--- src/hdl/art_pkg.sv ---
// Overview of operation
// (RULE1) High-byte rollover 0xFF to 0x00 sets high flag
// (RULE2) 16-bit wrap 0xFFFF to 0x0000 sets high flag
// (RULE3) Enabled timer interrupt plus high flag requests interrupt
// (RULE4) Overflow flags clear only by software
// (RULE5) Low-byte rollover sets low flag in any mode
// (RULE6) Low irq enable adds low-flag interrupt requests
// (RULE7) Control bits 4 and 1 read zero
// (RULE8) Split bit picks one 16-bit or two 8-bit
// (RULE9) Run gates whole timer, or high byte split
// (RULE10) External select: core/12 or synced external/8
// (RULE11) Per-byte selects may force undivided core clock
// (RULE12) Two writable 8-bit reload byte registers
// (RULE13) 16-bit wrap loads combined reload value
// (RULE14) Split bytes reload from their own bytes
// (RULE15) Per-byte select 1 means core clock
// (RULE16) Split: high overflow, or either with low enable
// (RULE17) Count one per tick; reload and flag same tick
package art_pkg;
    // Register offsets on the special-function bus
    localparam logic [7:0] ART_ADDR_CTRL = 8'hC8;
    localparam logic [7:0] ART_ADDR_RELOAD_LO = 8'hCA;
    localparam logic [7:0] ART_ADDR_COUNT_LO = 8'hCC;
    localparam logic [7:0] ART_ADDR_COUNT_HI = 8'hCD;
    localparam logic [7:0] ART_ADDR_RELOAD_HI = 8'hCE;
    // Control register field positions
    localparam int ART_BIT_HIGH_FLAG = 7;
    localparam int ART_BIT_LOW_FLAG = 6;
    localparam int ART_BIT_LOW_IRQ_EN = 5;
    localparam int ART_BIT_SPLIT = 3;
    localparam int ART_BIT_RUN = 2;
    localparam int ART_BIT_EXT_SEL = 0;
    // Writable bits of the control register; bits 4 and 1 are not kept
    localparam logic [7:0] ART_CTRL_MASK = 8'hED;
    // Reset values
    localparam logic [7:0] ART_CTRL_RESET = 8'h00;
    localparam logic [7:0] ART_RELOAD_RESET = 8'h00;
    localparam logic [7:0] ART_COUNT_RESET = 8'h00;
    // Prescaler ratios and byte maximum
    localparam int ART_CORE_DIV = 12;
    localparam int ART_EXT_DIV = 8;
    localparam logic [7:0] ART_BYTE_MAX = 8'hFF;
endpackage

--- src/hdl/art_tick_if.sv ---
`timescale 1ns/1ps
`default_nettype none
// Prescaled tick strobes passed from the prescaler to the timer core
interface art_tick_if;
    logic core_div_tick; // One-cycle pulse every twelfth core clock
    logic ext_div_tick; // One-cycle pulse every eighth external edge
    modport src (output core_div_tick, output ext_div_tick);
    modport snk (input core_div_tick, input ext_div_tick);
endinterface
`default_nettype wire

--- src/hdl/art_prescaler.sv ---
`timescale 1ns/1ps
`default_nettype none
// Core-clock /12 and external-clock /8 tick generator
module art_prescaler
    import art_pkg::*;
#(
    parameter int CORE_DIV = ART_CORE_DIV,
    parameter int EXT_DIV = ART_EXT_DIV
) (
    input wire logic clk,
    input wire logic rst,
    input wire logic ext_osc_clk,
    art_tick_if.src ticks
);
    localparam int CW = $clog2(CORE_DIV);
    localparam int EW = $clog2(EXT_DIV);
    localparam logic [CW-1:0] CORE_LAST = CW'(CORE_DIV - 1);
    localparam logic [EW-1:0] EXT_LAST = EW'(EXT_DIV - 1);

    logic [CW-1:0] core_cnt_q, core_cnt_d; // Core divider count
    logic [EW-1:0] ext_cnt_q, ext_cnt_d; // External edge count
    logic ext_prev_q, ext_prev_d; // Last sampled external level
    logic ext_rise; // External rising edge seen this cycle

    // Next-state for both dividers
    always_comb begin
        ext_rise = ext_osc_clk & ~ext_prev_q;
        ext_prev_d = ext_osc_clk;
        core_cnt_d = (core_cnt_q == CORE_LAST) ? '0 : core_cnt_q + 1'b1; // [RULE10]
        ext_cnt_d = ext_cnt_q;
        if (ext_rise) begin
            ext_cnt_d = (ext_cnt_q == EXT_LAST) ? '0 : ext_cnt_q + 1'b1; // [RULE10]
        end
    end

    // Divider registers
    always_ff @(posedge clk) begin
        if (rst) begin
            core_cnt_q <= '0;
            ext_cnt_q <= '0;
            ext_prev_q <= 1'b0;
        end else begin
            core_cnt_q <= core_cnt_d;
            ext_cnt_q <= ext_cnt_d;
            ext_prev_q <= ext_prev_d;
        end
    end

    // Ticks are one-cycle strobes aligned to the core clock
    assign ticks.core_div_tick = (core_cnt_q == CORE_LAST);
    assign ticks.ext_div_tick = ext_rise & (ext_cnt_q == EXT_LAST);
endmodule
`default_nettype wire

--- src/hdl/art_timer.sv ---
`timescale 1ns/1ps
`default_nettype none
// Auto-reload timer: control register, reload bytes, counter and flags
module art_timer (
    input wire logic clk,
    input wire logic rst,
    input wire logic [7:0] sfr_addr,
    input wire logic sfr_wr,
    input wire logic [7:0] sfr_wdata,
    output logic [7:0] sfr_rdata,
    input wire logic ext_osc_clk,
    input wire logic high_byte_clock_select,
    input wire logic low_byte_clock_select,
    input wire logic timer_irq_enable,
    output logic irq_request,
    output logic [15:0] count_value
);
    import art_pkg::*;

    art_tick_if ticks (); // Prescaled strobes

    // Prescaler for the two divided sources
    art_prescaler #(
        .CORE_DIV(ART_CORE_DIV),
        .EXT_DIV(ART_EXT_DIV)
    ) u_prescaler (
        .clk(clk),
        .rst(rst),
        .ext_osc_clk(ext_osc_clk),
        .ticks(ticks)
    );

    logic [7:0] ctrl_q, ctrl_d; // Control and status
    logic [7:0] reload_lo_q, reload_lo_d; // Reload low byte
    logic [7:0] reload_hi_q, reload_hi_d; // Reload high byte
    logic [7:0] cnt_lo_q, cnt_lo_d; // Counter low byte
    logic [7:0] cnt_hi_q, cnt_hi_d; // Counter high byte
    logic [7:0] rdata_q, rdata_d; // Read data register
    logic prescaled_tick; // Tick from /12 or external /8
    logic lo_tick, hi_tick; // Per-byte enabled ticks
    logic lo_wrap, hi_wrap; // Rollover events this cycle
    logic split, run, ext_sel;
    logic wr_ctrl;

    // Tick selection and wrap detection
    always_comb begin
        split = ctrl_q[ART_BIT_SPLIT];
        run = ctrl_q[ART_BIT_RUN];
        ext_sel = ctrl_q[ART_BIT_EXT_SEL];
        // Prescaled source choice
        prescaled_tick = ext_sel ? ticks.ext_div_tick : ticks.core_div_tick; // [RULE10]
        if (split) begin // [RULE8]
            // Low byte always counts; run gates only the high byte
            lo_tick = low_byte_clock_select ? 1'b1 : prescaled_tick; // [RULE11] [RULE15] [RULE9]
            hi_tick = run // [RULE9]
                & (high_byte_clock_select ? 1'b1 : prescaled_tick); // [RULE11] [RULE15]
            lo_wrap = lo_tick & (cnt_lo_q == ART_BYTE_MAX); // [RULE5]
            hi_wrap = hi_tick & (cnt_hi_q == ART_BYTE_MAX); // [RULE1]
        end else begin
            // Whole 16-bit counter gated by run, clocked by the low-byte select
            lo_tick = run // [RULE9]
                & (low_byte_clock_select ? 1'b1 : prescaled_tick); // [RULE11] [RULE15]
            hi_tick = lo_tick;
            lo_wrap = lo_tick & (cnt_lo_q == ART_BYTE_MAX); // [RULE5]
            hi_wrap = lo_wrap & (cnt_hi_q == ART_BYTE_MAX); // [RULE2]
        end
    end

    // Counter next value
    always_comb begin
        cnt_lo_d = cnt_lo_q;
        cnt_hi_d = cnt_hi_q;
        if (split) begin
            // Each byte reloads from its own reload byte
            if (lo_wrap) begin
                cnt_lo_d = reload_lo_q; // [RULE14] [RULE17]
            end else if (lo_tick) begin
                cnt_lo_d = cnt_lo_q + 8'h01; // [RULE17]
            end
            if (hi_wrap) begin
                cnt_hi_d = reload_hi_q; // [RULE14] [RULE17]
            end else if (hi_tick) begin
                cnt_hi_d = cnt_hi_q + 8'h01; // [RULE17]
            end
        end else begin
            if (hi_wrap) begin
                // Full wrap loads the combined reload value
                cnt_lo_d = reload_lo_q; // [RULE13] [RULE17]
                cnt_hi_d = reload_hi_q; // [RULE13]
            end else if (lo_tick) begin
                cnt_lo_d = cnt_lo_q + 8'h01; // [RULE17]
                cnt_hi_d = lo_wrap ? cnt_hi_q + 8'h01 : cnt_hi_q;
            end
        end
        // Software write to a count byte overrides counting
        if (sfr_wr && sfr_addr == ART_ADDR_COUNT_LO) begin
            cnt_lo_d = sfr_wdata;
        end
        if (sfr_wr && sfr_addr == ART_ADDR_COUNT_HI) begin
            cnt_hi_d = sfr_wdata;
        end
    end

    // Control, reload and read-data next values
    always_comb begin
        wr_ctrl = sfr_wr && (sfr_addr == ART_ADDR_CTRL);
        ctrl_d = ctrl_q;
        if (wr_ctrl) begin
            // Unused bits are dropped on write
            ctrl_d = sfr_wdata & ART_CTRL_MASK; // [RULE7] [RULE4]
        end
        // Hardware only ever sets the flags; a set beats a same-cycle clear
        if (hi_wrap) begin
            ctrl_d[ART_BIT_HIGH_FLAG] = 1'b1; // [RULE1] [RULE2] [RULE17]
        end
        if (lo_wrap) begin
            ctrl_d[ART_BIT_LOW_FLAG] = 1'b1; // [RULE5] [RULE17]
        end
        // Reload byte registers
        reload_lo_d = (sfr_wr && sfr_addr == ART_ADDR_RELOAD_LO) // [RULE12]
            ? sfr_wdata : reload_lo_q;
        reload_hi_d = (sfr_wr && sfr_addr == ART_ADDR_RELOAD_HI) // [RULE12]
            ? sfr_wdata : reload_hi_q;
        // Read mux; unmapped addresses read zero
        unique case (sfr_addr)
            ART_ADDR_CTRL: begin
                rdata_d = ctrl_q & ART_CTRL_MASK; // [RULE7]
            end
            ART_ADDR_RELOAD_LO: begin
                rdata_d = reload_lo_q;
            end
            ART_ADDR_RELOAD_HI: begin
                rdata_d = reload_hi_q;
            end
            ART_ADDR_COUNT_LO: begin
                rdata_d = cnt_lo_q;
            end
            ART_ADDR_COUNT_HI: begin
                rdata_d = cnt_hi_q;
            end
            default: begin
                rdata_d = 8'h00;
            end
        endcase
    end

    // State registers
    always_ff @(posedge clk) begin
        if (rst) begin
            ctrl_q <= ART_CTRL_RESET;
            reload_lo_q <= ART_RELOAD_RESET;
            reload_hi_q <= ART_RELOAD_RESET;
            cnt_lo_q <= ART_COUNT_RESET;
            cnt_hi_q <= ART_COUNT_RESET;
            rdata_q <= 8'h00;
        end else begin
            ctrl_q <= ctrl_d;
            reload_lo_q <= reload_lo_d;
            reload_hi_q <= reload_hi_d;
            cnt_lo_q <= cnt_lo_d;
            cnt_hi_q <= cnt_hi_d;
            rdata_q <= rdata_d;
        end
    end

    // Interrupt request follows the sticky flags while enabled
    assign irq_request = timer_irq_enable & (ctrl_q[ART_BIT_HIGH_FLAG] // [RULE3] [RULE16]
        | (ctrl_q[ART_BIT_LOW_IRQ_EN] & ctrl_q[ART_BIT_LOW_FLAG])); // [RULE6] [RULE16]
    assign sfr_rdata = rdata_q;
    assign count_value = {cnt_hi_q, cnt_lo_q};
endmodule
`default_nettype wire

--- config.mk ---
export PLATFORM = sky130hd
export DESIGN_NAME = art_timer
export DESIGN_NICKNAME = d
export VERILOG_FILES = /design/src/hdl/art_pkg.sv /design/src/hdl/art_tick_if.sv /design/src/hdl/art_prescaler.sv /design/src/hdl/art_timer.sv
export SDC_FILE = /design/constraint.sdc
export NUM_CORES = 1
export LEC_CHECK = 0
export BUFFER_PORTS_ARGS = -buffer_cell sky130_fd_sc_hd__buf_2
export CORE_UTILIZATION = 30
export DETAILED_ROUTE_END_ITERATION = 7
export GPL_TIMING_DRIVEN = 0
export SLEW_MARGIN = 10
export SYNTH_ARGS = -nofsm -noshare
export SYNTH_HDL_FRONTEND = slang
export SYNTH_SLANG_ARGS = --single-unit
--- constraint.sdc ---
create_clock -name clk -period 2.1 [get_ports clk]
set_input_delay 0.315 -clock clk [delete_from_list [all_inputs] [get_ports clk]]
set_output_delay 0.315 -clock clk [all_outputs]
set_load 0.005 [all_outputs]
# Yosys cells after proc, flatten, opt, wreduce, memory -nomap -nowiden
# Index checks and enable logic that the tools add are counted.
[totals]
regBits = 54
latch_bits = 0
mem_bits_rw = 0
romBits = 0
in_bits = 23
word_cells = 72
memories = 0
[op_classes]
add_sub_neg = 4
multipliers = 0
div_mod_pow = 0
magnitude_cmp = 0
n_eq_ne = 10
shifts = 0
n_mux = 24
bitwise_logic = 12
reduce_logical = 11
[op_table]
columns = ["operator", "n"]
rows = [
  ["2-to-1 mux 8 bit", 13],
  ["equality test 8 bit, second input constant", 7],
  ["case mux 8 bit (5 select lines)", 1],
  ["adder 8 x 1 -> 8 bit, second input constant", 2],
  ["bitwise AND 1 bit", 10],
  ["2-to-1 mux 1 bit", 9],
  ["nonzero test 4 bit", 2],
  ["logical AND 1 bit", 5],
  ["adder 4 x 1 -> 4 bit, second input constant", 1],
  ["equality test 4 bit, second input constant", 1],
  ["inequality test 4 x 1 -> 1 bit, second input constant", 1],
  ["nonzero test 2 bit", 2],
  ["adder 3 x 1 -> 3 bit, second input constant", 1],
  ["equality test 3 bit, second input constant", 1],
  ["2-to-1 mux 3 bit", 1],
  ["AND reduction 3 bit", 1],
  ["OR reduction 2 bit", 1],
  ["inverter 1 bit", 1],
  ["OR 1 bit", 1],
]

# Longest topological paths before layout
[depth]
depth_word = 13
mapped_depth = 9
depth_no_buf = 7

# Hierarchy
# From an unflattened synthesis, not the netlist that was laid out.
[unflattened]
cells_unflattened = 317
hier_area_um2 = 2965.3
[by_module_without_submodules]
columns = ["mod", "instances", "cells_each", "area_per_inst_um2"]
rows = [
  ["art_timer", 1, 282, 2622.5],
  ["art_prescaler", 1, 35, 342.8],
]

# Worst setup path before layout
# OpenSTA, ideal clock, no wires.
[synth_path]
kind = "flip-flop to flip-flop"
startpoint = "register u_prescaler.ext_cnt_q[0]"
endpoint = "register cnt_hi_q[6]"
setup_ns = 0.138
arrival_time_ns = 1.872
required_time_ns = 1.962
path_slack_ns = 0.090
path_stages_with_launch = 9
n_path_buf = 1
period_less_slack_ns = 2.010
path_cell_list = "dfxtp_1 ha_1 ha_1 and4b_1 buf_2 or3_4 a21o_1 a211oi_2 a311oi_2"
[synth_via]
elab_chain_len = 11
word_cells_on_any_way = 23
[synth_rtl]
columns = ["item", "line_no", "text"]
rows = [
  ["start: declaration", "art_prescaler.sv:21", "logic [EW-1:0] ext_cnt_q, ext_cnt_d;"],
  ["start signal: assignment", "art_prescaler.sv:44", "ext_cnt_q <= ext_cnt_d;"],
  ["equality test 3 bit *", "art_prescaler.sv:51", "assign ticks.ext_div_tick = ext_rise & (ext_cnt_q == EXT_LAST);"],
  ["bitwise AND 1 bit *", "art_prescaler.sv:51", ""],
  ["2-to-1 mux 1 bit *", "art_timer.sv:51", "prescaled_tick = ext_sel ? ticks.ext_div_tick : ticks.core_div_tick;"],
  ["2-to-1 mux 1 bit", "art_timer.sv:54, art_timer.sv:62", ""],
  ["bitwise AND 1 bit", "art_timer.sv:62", "& (low_byte_clock_select ? 1'b1 : prescaled_tick);"],
  ["bitwise AND 1 bit", "art_timer.sv:64", "lo_wrap = lo_tick & (cnt_lo_q == ART_BYTE_MAX);"],
  ["bitwise AND 1 bit", "art_timer.sv:65", "hi_wrap = lo_wrap & (cnt_hi_q == ART_BYTE_MAX);"],
  ["2-to-1 mux 1 bit", "art_timer.sv:52", "if (split) begin"],
  ["2-to-1 mux 8 bit, on equally long branches", "art_timer.sv:86, art_timer.sv:80", ""],
  ["2-to-1 mux 8 bit", "art_timer.sv:73", "if (split) begin"],
  ["2-to-1 mux 8 bit", "art_timer.sv:99", "if (sfr_wr && sfr_addr == ART_ADDR_COUNT_HI) begin"],
  ["end signal: assignment", "art_timer.sv:161", "cnt_hi_q <= cnt_hi_d;"],
  ["end: declaration", "art_timer.sv:37", "logic [7:0] cnt_hi_q, cnt_hi_d;"],
]
# Every way passes the cells marked *; elsewhere a longest branch is shown, timed or not.
# A chain may end at the register's enable or synchronous reset.

# Worst setup path in the final report
[layout_path]
startpoint = "register cnt_lo_q[2]"
endpoint = "register cnt_hi_q[2]"
[layout_via]
elab_chain_len = 7
word_cells_on_any_way = 14
[layout_rtl]
columns = ["item", "line_no", "text"]
rows = [
  ["start: declaration", "art_timer.sv:36", "logic [7:0] cnt_lo_q, cnt_lo_d;"],
  ["start signal: assignment", "art_timer.sv:160", "cnt_lo_q <= cnt_lo_d;"],
  ["equality test 8 bit *", "art_timer.sv:57, art_timer.sv:64", ""],
  ["bitwise AND 1 bit", "art_timer.sv:64", ""],
  ["bitwise AND 1 bit", "art_timer.sv:65", ""],
  ["2-to-1 mux 1 bit", "art_timer.sv:52", ""],
  ["2-to-1 mux 8 bit, on equally long branches", "art_timer.sv:86, art_timer.sv:80", ""],
  ["2-to-1 mux 8 bit", "art_timer.sv:73", ""],
  ["2-to-1 mux 8 bit", "art_timer.sv:99", ""],
]
# Marks and branches as above.

==> results.yml <==
status:
  status: "finished clean"
final_layout:
  drive_above_1_share_pct: 27.7
  multiInputGateArea_um2: 1830
  stdcell_area_um2: 3640
  nets: 421
  regArea_um2: 1090
  antenna_cells: 0
  area_growth_pct: 24.8
  nFillCells: 961
hold_path:
  hold_path_class: "in2reg"
synth:
  synth.distinct_cells: 58
  synth_top_area_share_pct: 37.1
  synth.most_common_cell: "dfxtp_1"
  netlist_area_um2: 2910
  ys_async_sr_fraction_pct: 0
  synth.area.top_cells: "dfxtp_1 37%, mux2i_1 6.2%, nor2_1 5.3%"
  synth-seq-cells: 54
  seq_area_frac_synth_pct: 37.1
  synth_warnings: 0
  synth_top_area_cell: "dfxtp_1"
  synth_edf_count: 0
  synthesis.nets: 358
  synth-main-ff-cell: "dfxtp_1"
  avgSynthCellArea_um2: 8.83
  synthTopCellsByCount: "54 x dfxtp_1, 41 x nor2_1, 34 x nand2_1"
  synth_cells: 330
floorplan:
  dieArea_um2: 10100
  core_um2: 9330
  start_util_pct: 31.2
  rows: 35
  die-height_um: 101
  io_pins: 48
  fp.dieW_um: 101
power:
  pwr-share-comb_pct: 6.6
  power_w: 0.00186
  clkPwrFrac_pct: 37.5
  pwr-share-seq_pct: 55.9
  sw_frac_of_total_pct: 23.2
  peakVddDrop_mv: 0.341
  power_density_nw_per_um2: 511
  p_int_w: 0.00143
  switchingPower_w: 0.000432
  p_leak_nw: 1.34
sta:
  maxSlewViolCount: 0
  worst_pin_slew_ns: 0.755
  fmax_ghz: 0.489
  fin_skew_ns: 0.0105
  rsz0062_at_grt: "yes"
  setup_tns_ns: 0
  setup_slack_ns: 0.0568
  maxSlewHeadroom_pct: 49.7
  period_share_pct: 97.3
  holdWs_ns: 0.246
  finalHoldViolations: 0
  fin_crit_ns: 2.04
  setup_viol: 0
detailed_routing:
  wl_per_cell_um: 16.4
  drt-pass1-iter-count: 5
  drt_iter0_drc: 202
  num_vias: 2800
  viasPerCell: 5.35
  ant_nets: 0
  totalWireLength_mm: 8.57
  drc: 0
global_route:
  grt_pass1_wl_mm: 13.6
  first_global_vias: 2574
  antenna_found_initial: 0
  grt_use_total_pct: 17.5
  grt_overflow: 0
  grt_start_max_net_pins: 17
worst_setup_path:
  cp_slowest_cell: "nor4b_4"
  cp_cell_sequence: "buf_2 > nand4_4 > nor4b_4 > a21oi_4 > buf_12 > buf_4 > a2111oi_2"
  worst_ep_arrival_time_ns: 2.23
  crit_fanout: 8
  startpoint_type: "register"
  slowest_delay_ns: 0.39
  criticalPathCategory: "reg2reg"
  critPathRequiredTime_ns: 2.29
  critPathCaptureType: "register"
cts:
  cts-root-buf: "clkbuf_8"
  clkTransAtPathRegs_ns: 0.10
  cts.sinks: 54
  clk_latency_ns: 0.31
  cts-htree-levels: 2
  cts_tree: "built"
  cts_buffers: 5
  clockBufferDepth: 2
place:
  placement.cell_area_um2: 3310
  place_congestion: 0.859
  pre_cts_ws_ns: -0.374
  portBuffers: 47
  dp_hpwl_mm: 6.45
run:
  drv_cap: 0
==> cells by family (layout without fill, tap and decap cells) <==
group	count (synthesis)	count (layout)	synth area share (%)
flops	54	54	37.1
compound gates	87	87	22.9
simple gates	128	128	24.1
xor+xnor	12	12	3.61
buf+inv	25	89	3.56
fa+ha+maj	5	5	2.15
mux	19	19	6.57
==> per-stage QoR <==
| stage | std cells | utilization (%) |
|---|---|---|
| after floorplan | 330 | - |
| after global placement | 506 | 35.5 |
| after detailed placement | 506 | 35.5 |
| after CTS | 522 | 38.4 |
| after global routing | 523 | 39.0 |
| final | 523 | 39.0 |
==> critical path: cells and delay by family (launching register included) <==
family / cells / cell delay, ns
AOI/OAI and AO/OA: 2 / 0.52
buffers and inverters: 3 / 0.49
and+or+nand+nor: 2 / 0.57
DFF: 1 / 0.33
==> routing by layer <==
metal	up-vias	GRT usage [%]	part of all wire, %
li1	1357	-	-
met1	1323	22.9	45
met2	99	28.0	47
met3	21	4.23	6.5
met4	0	5.80	2.3
met5	-	0	0
==> cell usage in the layout (no fill, tap or decap), types with 3 or more instances in the layout <==
cell,Yosys,final
a21oi_1,19,19
a22oi_1,13,13
a311oi_2,1,3
a31oi_1,10,10
a41oi_1,4,4
buf_2,8,54
buf_4,0,6
clkbuf_1,9,9
clkbuf_8,0,5
dfxtp_1,54,48
dfxtp_2,0,4
ha_4,0,3
inv_1,8,8
mux2i_1,18,18
nand2_1,34,34
nand3_1,14,14
nand4_1,3,3
nor2_1,41,40
nor3_1,7,7
nor3b_1,7,6
o21ai_0,10,10
o31ai_1,6,4
o31ai_4,1,3
xnor2_1,10,10
==> worst paths after layout <==
path,slack (ns),cells after the start,from,endpoint
worst max-delay path,0.06,7,cnt_lo_q[2],cnt_hi_q[2]
worst min-delay path,0.25,2,ext_osc_clk,u_prescaler.ext_prev_q
worst max register to register,0.06,7,cnt_lo_q[2],cnt_hi_q[2]
worst min register to register,0.47,1,u_prescaler.core_cnt_q[0],u_prescaler.core_cnt_q[0]
==> flip-flops by register name, summed over array words and instances, names as in the netlist <==
signal,flops
ctrl_q,6
cnt_lo_q,8
u_prescaler.ext_cnt_q,3
cnt_hi_q,8
reload_hi_q,8
reload_lo_q,8
u_prescaler.core_cnt_q,4
sfr_rdata,8
u_prescaler.ext_prev_q,1
==> what timing repair did <==
| action | in CTS | in global routing |
|---|---|---|
| setup buffers | 9 | 1 |
| pin swaps | 6 | 7 |
| hold buffers | 0 | 0 |
| gates resized for setup | 16 | 12 |
| setup endpoints to repair | 13 | 15 |
==> power groups by stage <==
stage / clock (W) / combinational, W / sequential (W)
after CTS: 0.000710 / 0.000121 / 0.00104
after global routing: 0.000757 / 0.000133 / 0.00104
final: 0.000697 / 0.000122 / 0.00104
after detailed placement: 0 / 0.000117 / 0.00106
after floorplan: 0 / 0.0000593 / 0.00106
after global placement: 0 / 0.000114 / 0.00106
==> area by class of cell <==
cell class	count	share of cell area, %
clock inverter	3	1.10
inverter	8	0.826
sequential	54	30.1
timing repair buffer	57	9.43
buffer	16	1.89
multi-input combinational	251	50.3
clock buffer	5	1.89
tap	129	4.44
Power figures use the tool's default switching activity.
